$ cat src/hw/irq_ctrl_pkg.sv
// package: register map, field layout, types and helpers of the interrupt controller
//------------------------------------------------------------
// Summary of operation
// RL1 - edge field: off, rising, falling, both edges
// RL2 - pin 3..0 fields at bits 7:6..1:0
// RL3 - global enable low blocks every interrupt
// RL4 - flags always set; vector needs enable
// RL5 - push next address, load vector, fetch
// RL6 - return instruction pops the saved address
// RL7 - taking an interrupt clears global enable
// RL8 - blocked requests still latch their flags
// RL9 - software re-enables globally for nesting
// RL10 - no acknowledge while return stack full
// RL11 - simultaneous requests served by fixed priority
// RL12 - any flag rising wakes from sleep
// RL13 - timer sources share three group vectors
// RL14 - timer register: A flag 5, P 4, enables 1,0
// RL15 - third control: flags 7:4, enables 3:0
// RL16 - unimplemented bits read as zero
// RL17 - service clears group flag, not timer flags
// RL18 - service clears individually vectored flag
// RL19 - timer vector needs global, timer, group enables
// RL20 - vectors and priority order are parameters
//------------------------------------------------------------
package irq_ctrl_pkg;
   localparam int unsigned NSRC  = 13;  // individually vectored sources
   localparam int unsigned VEC_W = 12;  // program counter width
   localparam int unsigned NGRP  = 3;   // timer groups
   // register byte addresses
   localparam logic [7:0] OFS_EDGE = 8'h00;
   localparam logic [7:0] OFS_CTL0 = 8'h04;
   localparam logic [7:0] OFS_CTL1 = 8'h08;
   localparam logic [7:0] OFS_CTL2 = 8'h0c;
   localparam logic [7:0] OFS_CTL3 = 8'h10;
   localparam logic [7:0] OFS_GRP0 = 8'h14;
   localparam logic [7:0] OFS_GRP1 = 8'h18;
   localparam logic [7:0] OFS_GRP2 = 8'h1c;
   localparam logic [7:0] RST_BYTE = 8'h00;
   // field positions
   localparam int unsigned GLB_EN_BIT  = 0;
   localparam int unsigned C0_EN_LSB   = 1;
   localparam int unsigned C0_FLAG_LSB = 4;
   localparam int unsigned NIB_EN_LSB  = 0;
   localparam int unsigned NIB_FLAG_LSB = 4;
   localparam int unsigned TM_EN_LSB   = 0;  // P enable, A enable above it
   localparam int unsigned TM_FLAG_LSB = 4;  // P flag, A flag above it
   // source indices, laid out so register fields map onto contiguous ranges
   localparam int unsigned SRC_EXT0 = 0;
   localparam int unsigned SRC_EXT1 = 1;
   localparam int unsigned SRC_GRP0 = 2;
   localparam int unsigned SRC_GRP1 = 3;
   localparam int unsigned SRC_GRP2 = 4;
   localparam int unsigned SRC_ADC  = 5;
   localparam int unsigned SRC_SER  = 6;
   localparam int unsigned SRC_TB0  = 7;
   localparam int unsigned SRC_TB1  = 8;
   localparam int unsigned SRC_LVD  = 9;
   localparam int unsigned SRC_EEP  = 10;
   localparam int unsigned SRC_EXT2 = 11;
   localparam int unsigned SRC_EXT3 = 12;
   // edge select encodings
   localparam logic [1:0] EDGE_OFF  = 2'h0;
   localparam logic [1:0] EDGE_RISE = 2'h1;
   localparam logic [1:0] EDGE_FALL = 2'h2;

   typedef logic [NSRC-1:0] src_vec_t;

   // one-cycle event pulses from the peripherals
   typedef struct packed {
      logic            adc_done;
      logic            serial;
      logic            eeprom;
      logic            low_supply;
      logic [1:0]      tick;
      logic [NGRP-1:0] cmpa;
      logic [NGRP-1:0] cmpp;
   } periph_evt_t;

   // entry request handed to the core
   typedef struct packed {
      logic             push;
      logic             load;
      logic [VEC_W-1:0] vector;
   } irq_entry_t;

   // edge detection for one pin
   function automatic logic edge_hit(input logic [1:0] sel, input logic prev,
                                     input logic now);
      logic rise;
      logic fall;
      rise = now & ~prev;
      fall = prev & ~now;
      case (sel)
         EDGE_OFF:  edge_hit = 1'b0;               // see RL1
         EDGE_RISE: edge_hit = rise;               // see RL1
         EDGE_FALL: edge_hit = fall;               // see RL1
         default:   edge_hit = rise | fall;        // see RL1
      endcase
   endfunction
endpackage

$ cat src/hw/irq_pin_edge.sv
// module: edge detector for one external request pin
`timescale 1ns/100ps
module irq_pin_edge
   import irq_ctrl_pkg::*;
(
   input  wire logic       clk_i,
   input  wire logic       rst_b_i,
   input  wire logic       pin_i,
   input  wire logic [1:0] sel_i,
   output logic            hit_o
);
   logic prev_q;
   logic prev_d;
   logic seen_q;
   logic seen_d;

   //------------------------------------------------------------
   // previous level
   //------------------------------------------------------------
   // first sample after reset only primes the history, so a pin that is
   // already high when reset ends does not look like a rising edge
   always_comb begin
      prev_d = pin_i;
      seen_d = 1'b1;
   end

   always_ff @(posedge clk_i or negedge rst_b_i) begin
      if (!rst_b_i) begin
         prev_q <= 1'b0;
         seen_q <= 1'b0;
      end else begin
         prev_q <= prev_d;
         seen_q <= seen_d;
      end
   end

   // pulse in the cycle the selected transition shows
   assign hit_o = seen_q & edge_hit(sel_i, prev_q, pin_i);  // see RL1

endmodule // irq_pin_edge

$ cat src/hw/irq_ctrl.sv
// module: interrupt controller with register file on APB
`timescale 1ns/100ps
module irq_ctrl
   import irq_ctrl_pkg::*;
#(
   // entry address per source index, arbitrary plain defaults
   parameter logic [NSRC-1:0][VEC_W-1:0] VEC_ADDR = {
      12'h034, 12'h030, 12'h02c, 12'h028, 12'h024, 12'h020, 12'h01c,
      12'h018, 12'h014, 12'h010, 12'h00c, 12'h008, 12'h004},
   // source index per rank, rank 0 wins
   parameter logic [NSRC-1:0][3:0] PRIO_ORDER = {
      4'hc, 4'hb, 4'ha, 4'h9, 4'h8, 4'h7, 4'h6,
      4'h5, 4'h4, 4'h3, 4'h2, 4'h1, 4'h0}
)(
   input  wire logic        clk_i,
   input  wire logic        rst_b_i,
   // apb slave
   input  wire logic        psel_i,
   input  wire logic        penable_i,
   input  wire logic        pwrite_i,
   input  wire logic [7:0]  paddr_i,
   input  wire logic [31:0] pwdata_i,
   input  wire logic [3:0]  pstrb_i,
   output logic [31:0]      prdata_o,
   output logic             pready_o,
   output logic             pslverr_o,
   // event sources
   input  wire logic [3:0]  external_request_pins_i,
   input  periph_evt_t      evt_i,
   // core side
   input  wire logic        insn_boundary_i,
   input  wire logic        stack_full_i,
   input  wire logic        return_from_interrupt_i,
   output irq_entry_t       entry_o,
   output logic             pc_pop_o,
   output logic             irq_pending_o,
   output logic             wake_o
);
   typedef enum logic [0:0] {ST_IDLE, ST_ENTER} ent_state_t;

   // register state
   logic [7:0]            edge_sel_q, edge_sel_d;
   logic                  global_irq_enable_q, global_irq_enable_d;
   src_vec_t              flag_q, flag_d;
   src_vec_t              en_q, en_d;
   logic [NGRP-1:0][1:0]  tm_flag_q, tm_flag_d;   // [g][1]=A, [g][0]=P
   logic [NGRP-1:0][1:0]  tm_en_q, tm_en_d;
   // bus
   logic [31:0]           rdata_q, rdata_d;
   // entry sequencing
   ent_state_t            state_q, state_d;
   irq_entry_t            entry_q, entry_d;
   logic                  pop_q, pop_d;
   logic                  wake_q, wake_d;

   logic [3:0]            ext_hit;
   src_vec_t              set_vec;
   logic [NGRP-1:0][1:0]  tm_set;
   src_vec_t              eligible;
   logic                  req;
   logic                  take;
   logic [3:0]            win;
   src_vec_t              svc_clr;
   logic                  acc;
   logic                  hit;
   logic                  wr;
   logic [7:0]            wbyte;

   //------------------------------------------------------------
   // helpers
   //------------------------------------------------------------
   // true when the address names a register
   function automatic logic addr_hit(input logic [7:0] a);
      case (a)
         OFS_EDGE, OFS_CTL0, OFS_CTL1, OFS_CTL2, OFS_CTL3,
         OFS_GRP0, OFS_GRP1, OFS_GRP2: addr_hit = 1'b1;
         default:                      addr_hit = 1'b0;
      endcase
   endfunction

   // highest ranked eligible source
   function automatic logic [3:0] pick(input src_vec_t el);
      logic [3:0] idx;
      pick = PRIO_ORDER[0];
      for (int r = NSRC - 1; r >= 0; r--) begin
         idx = PRIO_ORDER[r];
         if (el[idx]) begin
            pick = idx;                                   // see RL11
         end
      end
   endfunction

   // timer register image
   function automatic logic [7:0] tm_byte(input logic [1:0] f, input logic [1:0] e);
      tm_byte = 8'h00;                                    // see RL16
      tm_byte[TM_FLAG_LSB +: 2] = f;                      // see RL14
      tm_byte[TM_EN_LSB +: 2] = e;                        // see RL14
   endfunction

   //------------------------------------------------------------
   // external pin edge detectors
   //------------------------------------------------------------
   for (genvar p = 0; p < 4; p++) begin : g_pin
      irq_pin_edge u_edge (
         .clk_i   (clk_i),
         .rst_b_i (rst_b_i),
         .pin_i   (external_request_pins_i[p]),
         .sel_i   (edge_sel_q[2*p +: 2]),                 // see RL2
         .hit_o   (ext_hit[p])
      );
   end

   //------------------------------------------------------------
   // request sources and arbitration
   //------------------------------------------------------------
   // a group flag rises when one of its timer events arrives while that
   // timer's own enable is set
   always_comb begin
      for (int g = 0; g < NGRP; g++) begin
         tm_set[g] = {evt_i.cmpa[g], evt_i.cmpp[g]};
      end
      set_vec           = '0;
      set_vec[SRC_EXT0] = ext_hit[0];
      set_vec[SRC_EXT1] = ext_hit[1];
      set_vec[SRC_EXT2] = ext_hit[2];
      set_vec[SRC_EXT3] = ext_hit[3];
      set_vec[SRC_ADC]  = evt_i.adc_done;
      set_vec[SRC_SER]  = evt_i.serial;
      set_vec[SRC_TB0]  = evt_i.tick[0];
      set_vec[SRC_TB1]  = evt_i.tick[1];
      set_vec[SRC_LVD]  = evt_i.low_supply;
      set_vec[SRC_EEP]  = evt_i.eeprom;
      set_vec[SRC_GRP0] = |(tm_set[0] & tm_en_q[0]);      // see RL13
      set_vec[SRC_GRP1] = |(tm_set[1] & tm_en_q[1]);      // see RL13
      set_vec[SRC_GRP2] = |(tm_set[2] & tm_en_q[2]);      // see RL13
   end

   // group sources need their group enable as well, hence one mask
   assign eligible = flag_q & en_q & {NSRC{global_irq_enable_q}};  // see RL3, see RL4, see RL19
   assign req      = (|eligible) & ~stack_full_i;                  // see RL10
   assign win      = pick(eligible);
   assign take     = (state_q == ST_IDLE) & req & insn_boundary_i;

   // service clears only the winning vector flag; timer flags stay
   always_comb begin
      svc_clr = '0;
      if (take) begin
         svc_clr[win] = 1'b1;                             // see RL17, see RL18
      end
   end

   //------------------------------------------------------------
   // apb decode
   //------------------------------------------------------------
   assign acc       = psel_i & penable_i;
   assign hit       = addr_hit(paddr_i);
   assign wr        = acc & pwrite_i & hit & pstrb_i[0];
   assign wbyte     = pwdata_i[7:0];
   assign pready_o  = 1'b1;                    // zero wait states
   assign pslverr_o = acc & ~hit;              // unmapped address

   //------------------------------------------------------------
   // register file next state
   //------------------------------------------------------------
   // software writes first, then service clears, then hardware sets,
   // so an event in the clearing cycle is never lost
   always_comb begin
      edge_sel_d          = edge_sel_q;
      global_irq_enable_d = global_irq_enable_q;
      flag_d              = flag_q;
      en_d                = en_q;
      tm_flag_d           = tm_flag_q;
      tm_en_d             = tm_en_q;
      if (wr) begin
         case (paddr_i)
            OFS_EDGE: edge_sel_d = wbyte;                 // see RL2
            OFS_CTL0: begin
               global_irq_enable_d = wbyte[GLB_EN_BIT];   // see RL9
               flag_d[2:0] = wbyte[C0_FLAG_LSB +: 3];
               en_d[2:0]   = wbyte[C0_EN_LSB +: 3];
            end
            OFS_CTL1: begin
               flag_d[6:3] = wbyte[NIB_FLAG_LSB +: 4];
               en_d[6:3]   = wbyte[NIB_EN_LSB +: 4];
            end
            OFS_CTL2: begin
               flag_d[10:7] = wbyte[NIB_FLAG_LSB +: 4];   // see RL15
               en_d[10:7]   = wbyte[NIB_EN_LSB +: 4];     // see RL15
            end
            OFS_CTL3: begin
               flag_d[12:11] = wbyte[NIB_FLAG_LSB +: 2];
               en_d[12:11]   = wbyte[NIB_EN_LSB +: 2];
            end
            OFS_GRP0: begin
               tm_flag_d[0] = wbyte[TM_FLAG_LSB +: 2];    // see RL14
               tm_en_d[0]   = wbyte[TM_EN_LSB +: 2];
            end
            OFS_GRP1: begin
               tm_flag_d[1] = wbyte[TM_FLAG_LSB +: 2];
               tm_en_d[1]   = wbyte[TM_EN_LSB +: 2];
            end
            OFS_GRP2: begin
               tm_flag_d[2] = wbyte[TM_FLAG_LSB +: 2];
               tm_en_d[2]   = wbyte[TM_EN_LSB +: 2];
            end
            default: begin
               edge_sel_d = edge_sel_q;
            end
         endcase
      end
      if (take) begin
         global_irq_enable_d = 1'b0;                      // see RL7
      end
      flag_d = (flag_d & ~svc_clr) | set_vec;             // see RL4, see RL8
      for (int g = 0; g < NGRP; g++) begin
         tm_flag_d[g] = tm_flag_d[g] | tm_set[g];         // see RL4
      end
   end

   always_ff @(posedge clk_i or negedge rst_b_i) begin
      if (!rst_b_i) begin
         edge_sel_q          <= RST_BYTE;
         global_irq_enable_q <= 1'b0;
         flag_q              <= '0;
         en_q                <= '0;
         tm_flag_q           <= '0;
         tm_en_q             <= '0;
      end else begin
         edge_sel_q          <= edge_sel_d;
         global_irq_enable_q <= global_irq_enable_d;
         flag_q              <= flag_d;
         en_q                <= en_d;
         tm_flag_q           <= tm_flag_d;
         tm_en_q             <= tm_en_d;
      end
   end

   //------------------------------------------------------------
   // read data
   //------------------------------------------------------------
   // captured in the setup cycle and shown through the access cycle
   always_comb begin
      rdata_d = rdata_q;
      if (psel_i && !penable_i) begin
         rdata_d = 32'h0000_0000;                         // see RL16
         case (paddr_i)
            OFS_EDGE: rdata_d[7:0] = edge_sel_q;
            OFS_CTL0: begin
               rdata_d[GLB_EN_BIT] = global_irq_enable_q;
               rdata_d[C0_FLAG_LSB +: 3] = flag_q[2:0];
               rdata_d[C0_EN_LSB +: 3]   = en_q[2:0];
            end
            OFS_CTL1: rdata_d[7:0] = {flag_q[6:3], en_q[6:3]};
            OFS_CTL2: rdata_d[7:0] = {flag_q[10:7], en_q[10:7]};     // see RL15
            OFS_CTL3: begin
               rdata_d[NIB_FLAG_LSB +: 2] = flag_q[12:11];
               rdata_d[NIB_EN_LSB +: 2]   = en_q[12:11];
            end
            OFS_GRP0: rdata_d[7:0] = tm_byte(tm_flag_q[0], tm_en_q[0]);
            OFS_GRP1: rdata_d[7:0] = tm_byte(tm_flag_q[1], tm_en_q[1]);
            OFS_GRP2: rdata_d[7:0] = tm_byte(tm_flag_q[2], tm_en_q[2]);
            default:  rdata_d = 32'h0000_0000;
         endcase
      end
   end

   always_ff @(posedge clk_i or negedge rst_b_i) begin
      if (!rst_b_i) begin
         rdata_q <= 32'h0000_0000;
      end else begin
         rdata_q <= rdata_d;
      end
   end

   assign prdata_o = rdata_q;

   //------------------------------------------------------------
   // entry sequencing toward the core
   //------------------------------------------------------------
   // one take per entry; the core pushes its next address on push and
   // jumps to vector on load, both one-cycle pulses
   always_comb begin
      state_d = state_q;
      entry_d = '0;
      case (state_q)
         ST_IDLE: begin
            if (take) begin
               entry_d.push   = 1'b1;                     // see RL5
               entry_d.load   = 1'b1;                     // see RL5
               entry_d.vector = VEC_ADDR[win];            // see RL5, see RL20
               state_d        = ST_ENTER;
            end
         end
         ST_ENTER: state_d = ST_IDLE;
         default:  state_d = ST_IDLE;
      endcase
   end

   // return restores the saved address; wake on any flag newly raised
   always_comb begin
      pop_d  = return_from_interrupt_i;                   // see RL6
      wake_d = (|(set_vec & ~flag_q)) |
               (|(tm_set & ~tm_flag_q));                  // see RL12
   end

   always_ff @(posedge clk_i or negedge rst_b_i) begin
      if (!rst_b_i) begin
         state_q <= ST_IDLE;
         entry_q <= '0;
         pop_q   <= 1'b0;
         wake_q  <= 1'b0;
      end else begin
         state_q <= state_d;
         entry_q <= entry_d;
         pop_q   <= pop_d;
         wake_q  <= wake_d;
      end
   end

   assign entry_o       = entry_q;
   assign pc_pop_o      = pop_q;
   assign wake_o        = wake_q;
   assign irq_pending_o = req;

endmodule // irq_ctrl

$ cat config.mk
export PLATFORM = sky130hd
export DESIGN_NAME = irq_ctrl
export DESIGN_NICKNAME = d
export VERILOG_FILES = /design/src/hw/irq_ctrl_pkg.sv /design/src/hw/irq_pin_edge.sv /design/src/hw/irq_ctrl.sv
export SDC_FILE = /design/constraint.sdc
export NUM_CORES = 1
export LEC_CHECK = 0
export ABC_AREA = 0
export BUFFER_PORTS_ARGS = -buffer_cell sky130_fd_sc_hd__buf_2
export CAP_MARGIN = 20
export CORE_ASPECT_RATIO = 0.6
export CORE_MARGIN = 2
export CORE_UTILIZATION = 53
export CTS_CLUSTER_DIAMETER = 30
export DETAILED_ROUTE_END_ITERATION = 16
export HOLD_SLACK_MARGIN = 0.08
export PLACE_DENSITY = 0.81
export SLEW_MARGIN = 20
export SYNTH_ARGS = -nofsm -noshare
export SYNTH_HDL_FRONTEND = slang
export SYNTH_HIERARCHICAL = 1
export SYNTH_SLANG_ARGS = --single-unit
$ cat constraint.sdc
create_clock -name clk_i -period 2.57 [get_ports clk_i]
set_clock_uncertainty 0.2 [all_clocks]
set_input_delay 0.257 -clock clk_i [delete_from_list [all_inputs] [get_ports clk_i]]
set_output_delay 0.257 -clock clk_i [all_outputs]
set_load 0.1 [all_outputs]
# Word level (Yosys, flattened, before mapping)
# Memories as Yosys holds them, arrays and structs flattened.
# Index checks and enable logic that the tools add are counted.
# word_totals
ff_bits	77
memories	2
rom_bits	224
input_bits	68
out_inout_bits	51
wordCells	164
# op_classes
eq_ne	15
reduce_logical	26
mux	43
bitwise_logic	51
n_lt_le_gt_ge	2
# mem_list
name	depth	word_bits	rd	rd_clocked_by_memory_dff	write_ports	line_no	source
(no name shown)	16	12	1	0	0	irq_ctrl.sv:290	entry_d.vector = VEC_ADDR[win];
(no name shown)	32	1	1	0	0	irq_ctrl.sv:74	case (a)
# ops
op	n
$mux W4	15
$and A13 B13 Y13	4
$eq A8 B5 Y1 const B	4
$pmux W2 S8	2
$mux W14	2
$mux W13	2
$not A13 Y13	2
$reduce_or A13 Y1	2
$and A1 B1 Y1	20
$reduce_and A2 Y1	9
$eq A8 B4 Y1 const B	2
$pmux W1 S3	5
$or A13 B13 Y13	1
$mux W12	1
$not A1 Y1	11
$eq A2 B1 Y1 const B	4
$eq A2 B2 Y1 const B	4
$eq A8 B3 Y1 const B	1
$logic_not A2 Y1	4
$logic_not A8 Y1	1
$mux W2	4
$pmux W2 S4	1
$and A2 B2 Y2	3
$and A6 B6 Y6	1
other kinds (17)	32

# Longest topological paths before layout
# Gate-level depths: netlist (run 1).
# depth
depth_word	23
ltp_mapped	8
depth_no_buf	8

# Hierarchy
# Netlist (run 1), hierarchy kept.
# by_module_without_submodules
mod	area_each_um2	n_inst	cells_each
irq_ctrl	3767.4	1	373
irq_pin_edge	121.4	4	12

# Worst setup path before layout (run 1)
# Ideal clock, no wire load.
# synth_timing
path_type	flip-flop to output port
start	register global_irq_enable_q
end	output irq_pending_o
required_ps	2113
path_stages_with_launch	6
slack_ps	-523
path_buffers	1
t_arrival_ps	2636
cell_sequence	dfrtp_1 clkbuf_2 inv_2 a31oi_1 nor3_1 a21oi_1
# synth_via
elab_chain_len	3
# synth_lines
item	line_no	source
start: declaration	irq_ctrl.sv:43	logic global_irq_enable_q, global_irq_enable_d;
start signal: assignment	irq_ctrl.sv:230	global_irq_enable_q <= global_irq_enable_d;
$and A13 B13 Y13	irq_ctrl.sv:139	assign eligible = flag_q & en_q & {NSRC{global_irq_enable_q}};
$reduce_or A13 Y1	irq_ctrl.sv:140	assign req = (|eligible) & ~stack_full_i;
$and A1 B1 Y1	irq_ctrl.sv:140	
end: declaration	irq_ctrl.sv:36	output logic irq_pending_o,
# No other way between the ends.

# Worst setup path after layout (run 1)
# layout_timing
start	register flag_q[8]
end	register flag_q[2]
# layout_via
elab_chain_len	19
# layout_lines
item	line_no	source
start: declaration	irq_ctrl.sv:44	src_vec_t flag_q, flag_d;
start signal: assignment	irq_ctrl.sv:231	flag_q <= flag_d;
$and A13 B13 Y13 * (2 in series)	irq_ctrl.sv:139	
$mux W4 (9 in series)	irq_ctrl.sv:87	if (el[idx]) begin
$lt A4 B5 Y1 (implied by the code) or $ge A4 B1 Y1 (tied branches)	irq_ctrl.sv:148	svc_clr[win] = 1'b1;
$logic_and A1 B1 Y1 (implied by the code)	irq_ctrl.sv:148	
$mux W1 (implied by the code)	irq_ctrl.sv:148	
$demux W1 S4	irq_ctrl.sv:148	
$mux W13 *	irq_ctrl.sv:147	if (take) begin
$not A13 Y13 *	irq_ctrl.sv:214	flag_d = (flag_d & ~svc_clr) | set_vec;
$and A13 B13 Y13 *	irq_ctrl.sv:214	
$or A13 B13 Y13 *	irq_ctrl.sv:214	
net flag_d[2]	irq_ctrl.sv:44	
# Mark *: on every way through the listed nets, which the timed path passes. The rest lies on a longest branch.
# A chain may end at the register's enable or synchronous reset.

==> flow_metrics.tcl, run 1 <==
set metrics [dict create \
    status "completed" \
    async_reset_ff_frac 1.00 \
    avgRoutedWirePerCell_um 19.0 \
    portBuffers 58 \
    whs_path_depth 3 \
    worstHoldStart "pwdata_i[4]" \
    ir_drop_mv 0.403 \
    synth_ff_type "dfrtp_1" \
    dp_slack_ns 0.0255 \
    pwr_density_cell_mw_per_mm2 535 \
    cts.sinks 70 \
    yosys-top-cells-area "dfrtp_1, mux2_2, buf_4" \
    clkPwrFrac 0.412 \
    seqPwrFrac 0.420 \
    path_clk_slew_ns 0.05 \
    setup_viol 0 \
    ant_nets 0 \
    slew_headroom 0.648 \
    die_area_mm2 0.00878 \
    synth_common_cells "dfrtp_1, buf_4, nand2_1" \
    cts.path.max_buffers 2 \
    p_total_uw 2750 \
    holdWs_ns 0.104 \
    rows 25 \
    r2r_slack_ns 0.11 \
    cts_root_buf "clkbuf_16" \
    grt_pass1_wl_mm 18.7 \
    setup_slack_ns 0.112 \
    grtUsageTotal 0.284 \
    pin_count 119 \
    cp_max_fo 5 \
    holdCritPathClass "input pin to register" \
    overflow 0 \
    cp-end-kind "register" \
    power.internal_uw 1920 \
    syn_inst 421 \
    reg2reg_depth 9 \
    swShare 0.301 \
    initial_core_util 0.544 \
    firstDrtPassIters 5 \
    die_w_um 120 \
    drt_iter0_markers 360 \
    synth_top_cell_by_area "dfrtp_1" \
    tightest_slew_ns 0.526 \
    timing.rr.start "flag_q[8]" \
    grt_max_degree 29 \
    yosysWarnings 6 \
    rsz0062_at_grt "true" \
    synth_area_mm2 0.00425 \
    first_global_vias 3539 \
    syn_avg_cell_area_um2 10.1 \
    drcViolationCount 0 \
    cp.arrival_ns 2.51 \
    hold_violations 0 \
    postCtsSetupBuffers 0 \
    p_switching_uw 828 \
    worstSkewPairLatency_ns 0.33 \
    synth_edf_count 0 \
    whs_endpoint "tm_flag_q[4]" \
    reg2reg_to "flag_q[2]" \
    required_ns 2.62 \
    total_leakage_power_uw 0.00247 \
    timing.final.crit_share 0.957 \
    routed-via-count 3590 \
    start_kind "register" \
    ys_ff_latch 70 \
    yosysSeqAreaShare 0.412 \
    synth_cell_types 61 \
    cts-htree-levels 3 \
    core_area_mm2 0.00782 \
    max-cap-violations 0 \
    path_class "register to register" \
    dp_hpwl_mm 8.84 \
    finalMaxSlewViolations 0 \
    cts_tree "built" \
    post-route-min-period_ns 2.46 \
    drive_above_1_share 0.272 \
    antenna_found_initial 0 \
    routed_wirelength_mm 11.9 \
    p_comb_frac 0.168 \
    cts_buffers 9 \
    yosysMostFrequentCell "dfrtp_1" \
    synth_top_area_frac 0.412 \
    place_congestion 0.996 \
    n_antenna_cell 0 \
    nNetsFinal 593 \
    area_growth_syn_to_layout_pct 20.8 \
    vias_per_cell 5.73 \
    timing.fmax_mhz 407 \
    die_y_um 73.4 \
]
==> logic make-up (layout without fill, tap and decap cells) <==
logic type	Yosys count	count (layout)	share of synthesized area
mux	59	59	0.157
other cells	6	37	0.00530
compound gates	79	79	0.133
flops	70	70	0.412
buf+inv	75	141	0.102
fa+ha+maj	11	11	0.0324
simple gates	121	121	0.159
==> worst max path at each step <==
stage | from | endpoint | slack (ns) | cells after the start
final | flag_q[8] | flag_q[2] | 0.11 | 9
after detailed placement | flag_q[5] | flag_q[2] | 0.03 | 9
after global routing | flag_q[8] | flag_q[2] | -0.005 | 9
after CTS | flag_q[10] | irq_pending_o | 0.05 | 6
after global placement | flag_q[5] | flag_q[2] | 0.07 | 9
after floorplan | global_irq_enable_q | irq_pending_o | 0.08 | 5
==> state kept, by name, summed over array words and instances (netlist names) <==
register,flops
g_pin.u_edge/seen_q,4
entry_o,5
edge_sel_q,8
flag_q,13
wake_o,1
tm_en_q,6
en_q,13
prdata_o,8
pc_pop_o,1
global_irq_enable_q,1
g_pin.u_edge/prev_q,4
tm_flag_q,6
==> cell usage in the layout, fill, tap and decap left out, types with 3 or more instances in the layout <==
cell type and count:
o22ai_1 9, o21ai_1 3, a21oi_1 5, nand2_1 35, nor4b_1 4, mux2_4 3, a211oi_1 4, a21o_1 4
and3_1 5, nor3_4 3, buf_2 57, clkbuf_1 3, nand4_1 3, dlygate4sd3_1 23, clkbuf_16 9, o22a_1 3
a22oi_1 9, conb_1 37, mux2i_1 25, dfrtp_1 68, o21ai_0 17, and2_1 8, ha_1 11, buf_4 16
nor2_1 23, nand4b_1 4, mux2_2 29, nor3_1 4, inv_1 27, nor2b_1 4, nand3_1 12, o31ai_2 4
==> cell type report <==
class / count / area, um^2
Fill cell: 641 / 2680
Multi-Input combinational cell: 307 / 2210
Sequential cell: 70 / 1750
Timing Repair Buffer: 97 / 656
Clock buffer: 14 / 264
Tap cell: 108 / 135
Inverter: 29 / 109
Clock inverter: 1 / 5.00
==> per-layer routing <==
metal / vias up / wire, um / track usage
li1: 1612 / - / -
met1: 1752 / 5450 / 0.415
met2: 216 / 5030 / 0.406
met3: 10 / 1350 / 0.0986
met4: 0 / 69 / 0.0654
met5: - / 0 / 0
==> critical path, stage by stage (launching register included) <==
cell       delay, ns
dfrtp_1         0.45
nand2_1         0.15
nand4_1         0.17
a2111oi_2       0.48
buf_4           0.20
or2_2           0.14
inv_1           0.05
ha_1            0.23
and3_1          0.15
o21ai_0         0.15
==> repair_timing <==
item	in CTS	in global routing
gates resized for setup	2	5
hold endpoints to repair	44	0
endpoints found under the setup margin	2	7
hold buffers	23	0
==> stage by stage <==
stage | cells | area [um^2] | utilization | TNS [ns]
floorplan | 452 | 4370 | - | 0
global placement | 588 | 4610 | 0.589 | 0
detailed placement | 588 | 4610 | 0.589 | 0
CTS | 626 | 5110 | 0.654 | 0
global route | 626 | 5140 | 0.657 | -0.00691
finish | 626 | 5140 | 0.657 | 0
==> power by group through the flow <==
stage / sequential, uW / combinational, uW / clock [uW]
after floorplan: 1190 / 337 / 0
after global placement: 1170 / 426 / 0
after detailed placement: 1170 / 432 / 0
after CTS: 1150 / 458 / 1150
after global routing: 1150 / 488 / 1200
final: 1150 / 463 / 1130
Power figures use the tool's default switching activity.
==> inputs of run 2 (changes only) <==
--- a/config.mk
+++ b/config.mk
@@ -15,6 +15,7 @@
 export DETAILED_ROUTE_END_ITERATION = 16
 export HOLD_SLACK_MARGIN = 0.08
 export PLACE_DENSITY = 0.81
+export SETUP_SLACK_MARGIN = 0.15
 export SLEW_MARGIN = 20
 export SYNTH_ARGS = -nofsm -noshare
 export SYNTH_HDL_FRONTEND = slang
==> flow_metrics.tcl, run 2 (synthesis gave the netlist of run 1 again) <==
set metrics [dict create \
    worstSkewPairLatency_ns 0.34 \
    post-route-min-period_ns 2.41 \
    vias_per_cell 5.70 \
    rows 25 \
    firstDrtPassIters 5 \
    overflow 0 \
    holdCritPathClass "input pin to register" \
    cp-end-kind "output pin" \
    avgRoutedWirePerCell_um 18.8 \
    cts_root_buf "clkbuf_16" \
    ant_nets 0 \
    die_y_um 73.4 \
    r2r_slack_ns 0.22 \
    core_area_mm2 0.00782 \
    cts.sinks 70 \
    placedInstanceArea_mm2 0.00462 \
    finalMaxSlewViolations 0 \
    slew_headroom 0.625 \
    pwr_density_cell_mw_per_mm2 539 \
    cts-htree-levels 3 \
    timing.final.crit_share 0.938 \
    antenna_found_initial 0 \
    die_w_um 120 \
    portBuffers 58 \
    dp_hpwl_mm 8.72 \
    nNetsFinal 595 \
    p_total_uw 2830 \
    drt_iter0_markers 340 \
    grt_pass1_wl_mm 18.3 \
    cts_tree "built" \
    total_leakage_power_uw 0.00250 \
    place_congestion 0.960 \
    area_growth_syn_to_layout_pct 23.4 \
    cp_max_fo 5 \
    mostFrequentLayoutCells "dfrtp_1, buf_2, conb_1" \
    required_ns 2.11 \
    grtUsageTotal 0.283 \
    n_antenna_cell 0 \
    cts.path.max_buffers 2 \
    routed_wirelength_mm 11.8 \
    final_common_cell "dfrtp_1" \
    path_class "register to output pin" \
    routed-via-count 3588 \
    drcViolationCount 0 \
    holdWs_ns 0.0851 \
    cp.arrival_ns 1.95 \
    hold_violations 0 \
    setup_viol 0 \
    status "completed" \
    tns_ns 0 \
    start_kind "register" \
    max-cap-violations 0 \
    timing.fmax_mhz 415 \
    ir_drop_mv 0.411 \
    cts_buffers 9 \
    nFillCells 651 \
    tightest_slew_ns 0.561 \
    rsz0062_at_grt "true" \
    design_area_mm2 0.00525 \
    die_area_mm2 0.00878 \
    top_regs "en_q (13), flag_q (13)" \
    path_clk_slew_ns 0.06 \
    first_global_vias 3436 \
    pin_count 119 \
    drive_above_1_share 0.284 \
    initial_core_util 0.544 \
    grt_max_degree 28 \
]
==> run 2: worst max-delay path, stage by stage (launching register included) <==
cell	delay, ns
dfrtp_1	0.49
a22oi_1	0.19
a31oi_2	0.47
nor3_4	0.08
a21oi_4	0.18
buf_12	0.19
==> run 2: area by class of cell <==
cell class,instances,area (um^2),share of cell area
Inverter,29,109,0.0207
Clock inverter,1,30.0,0.00572
Clock buffer,15,248,0.0472
Sequential cell,70,1750,0.334
Timing Repair Buffer,99,673,0.128
Tap cell,108,135,0.0257
Multi-Input combinational cell,307,2300,0.438
==> run 2: through the flow <==
stage	util	setup slack, ns	instances
final	0.671	0.160	629
after global placement	0.591	0.264	589
after global routing	0.671	0.0672	629
after detailed placement	0.591	0.0954	589
after floorplan	-	0.343	452
after CTS	0.659	0.154	629
==> run 2: path summary, 6_finish.rpt <==
kind	start	cells after the start	endpoint
setup / recovery	flag_q[2]	5	irq_pending_o
hold / removal	pwdata_i[5]	2	tm_flag_q[1]
setup reg to reg	flag_q[8]	9	flag_q[2]
hold reg to reg	prdata_o[7]	2	prdata_o[7]
max in group asynchronous	rst_b_i	3	g_pin[0].u_edge/seen_q
min in group asynchronous	rst_b_i	2	en_q[9]
==> run 2: per-layer routing <==
layer | global-route usage | part of all wire | routed length [um] | up-vias
met3 | 0.107 | 0.11 | 1260 | 13
met1 | 0.410 | 0.46 | 5430 | 1765
met4 | 0.0458 | 0.0060 | 71 | 0
met2 | 0.411 | 0.43 | 5090 | 181
li1 | - | - | - | 1629
met5 | 0 | 0 | 0 | -
==> run 2: power breakdown <==
group	switching [uW]	internal (uW)	total, uW
Combinational	370	95.8	466
Clock	455	754	1210
Sequential	28.1	1130	1150
==> run 2: timing repair <==
| action | in CTS | in global routing |
|---|---|---|
| gates resized for setup | 3 | 17 |
| hold buffers | 24 | 0 |
| pin swaps | 0 | 5 |
| endpoints found under the setup margin | 4 | 11 |
| setup buffers | 0 | 0 |
| hold endpoints to repair | 48 | 0 |
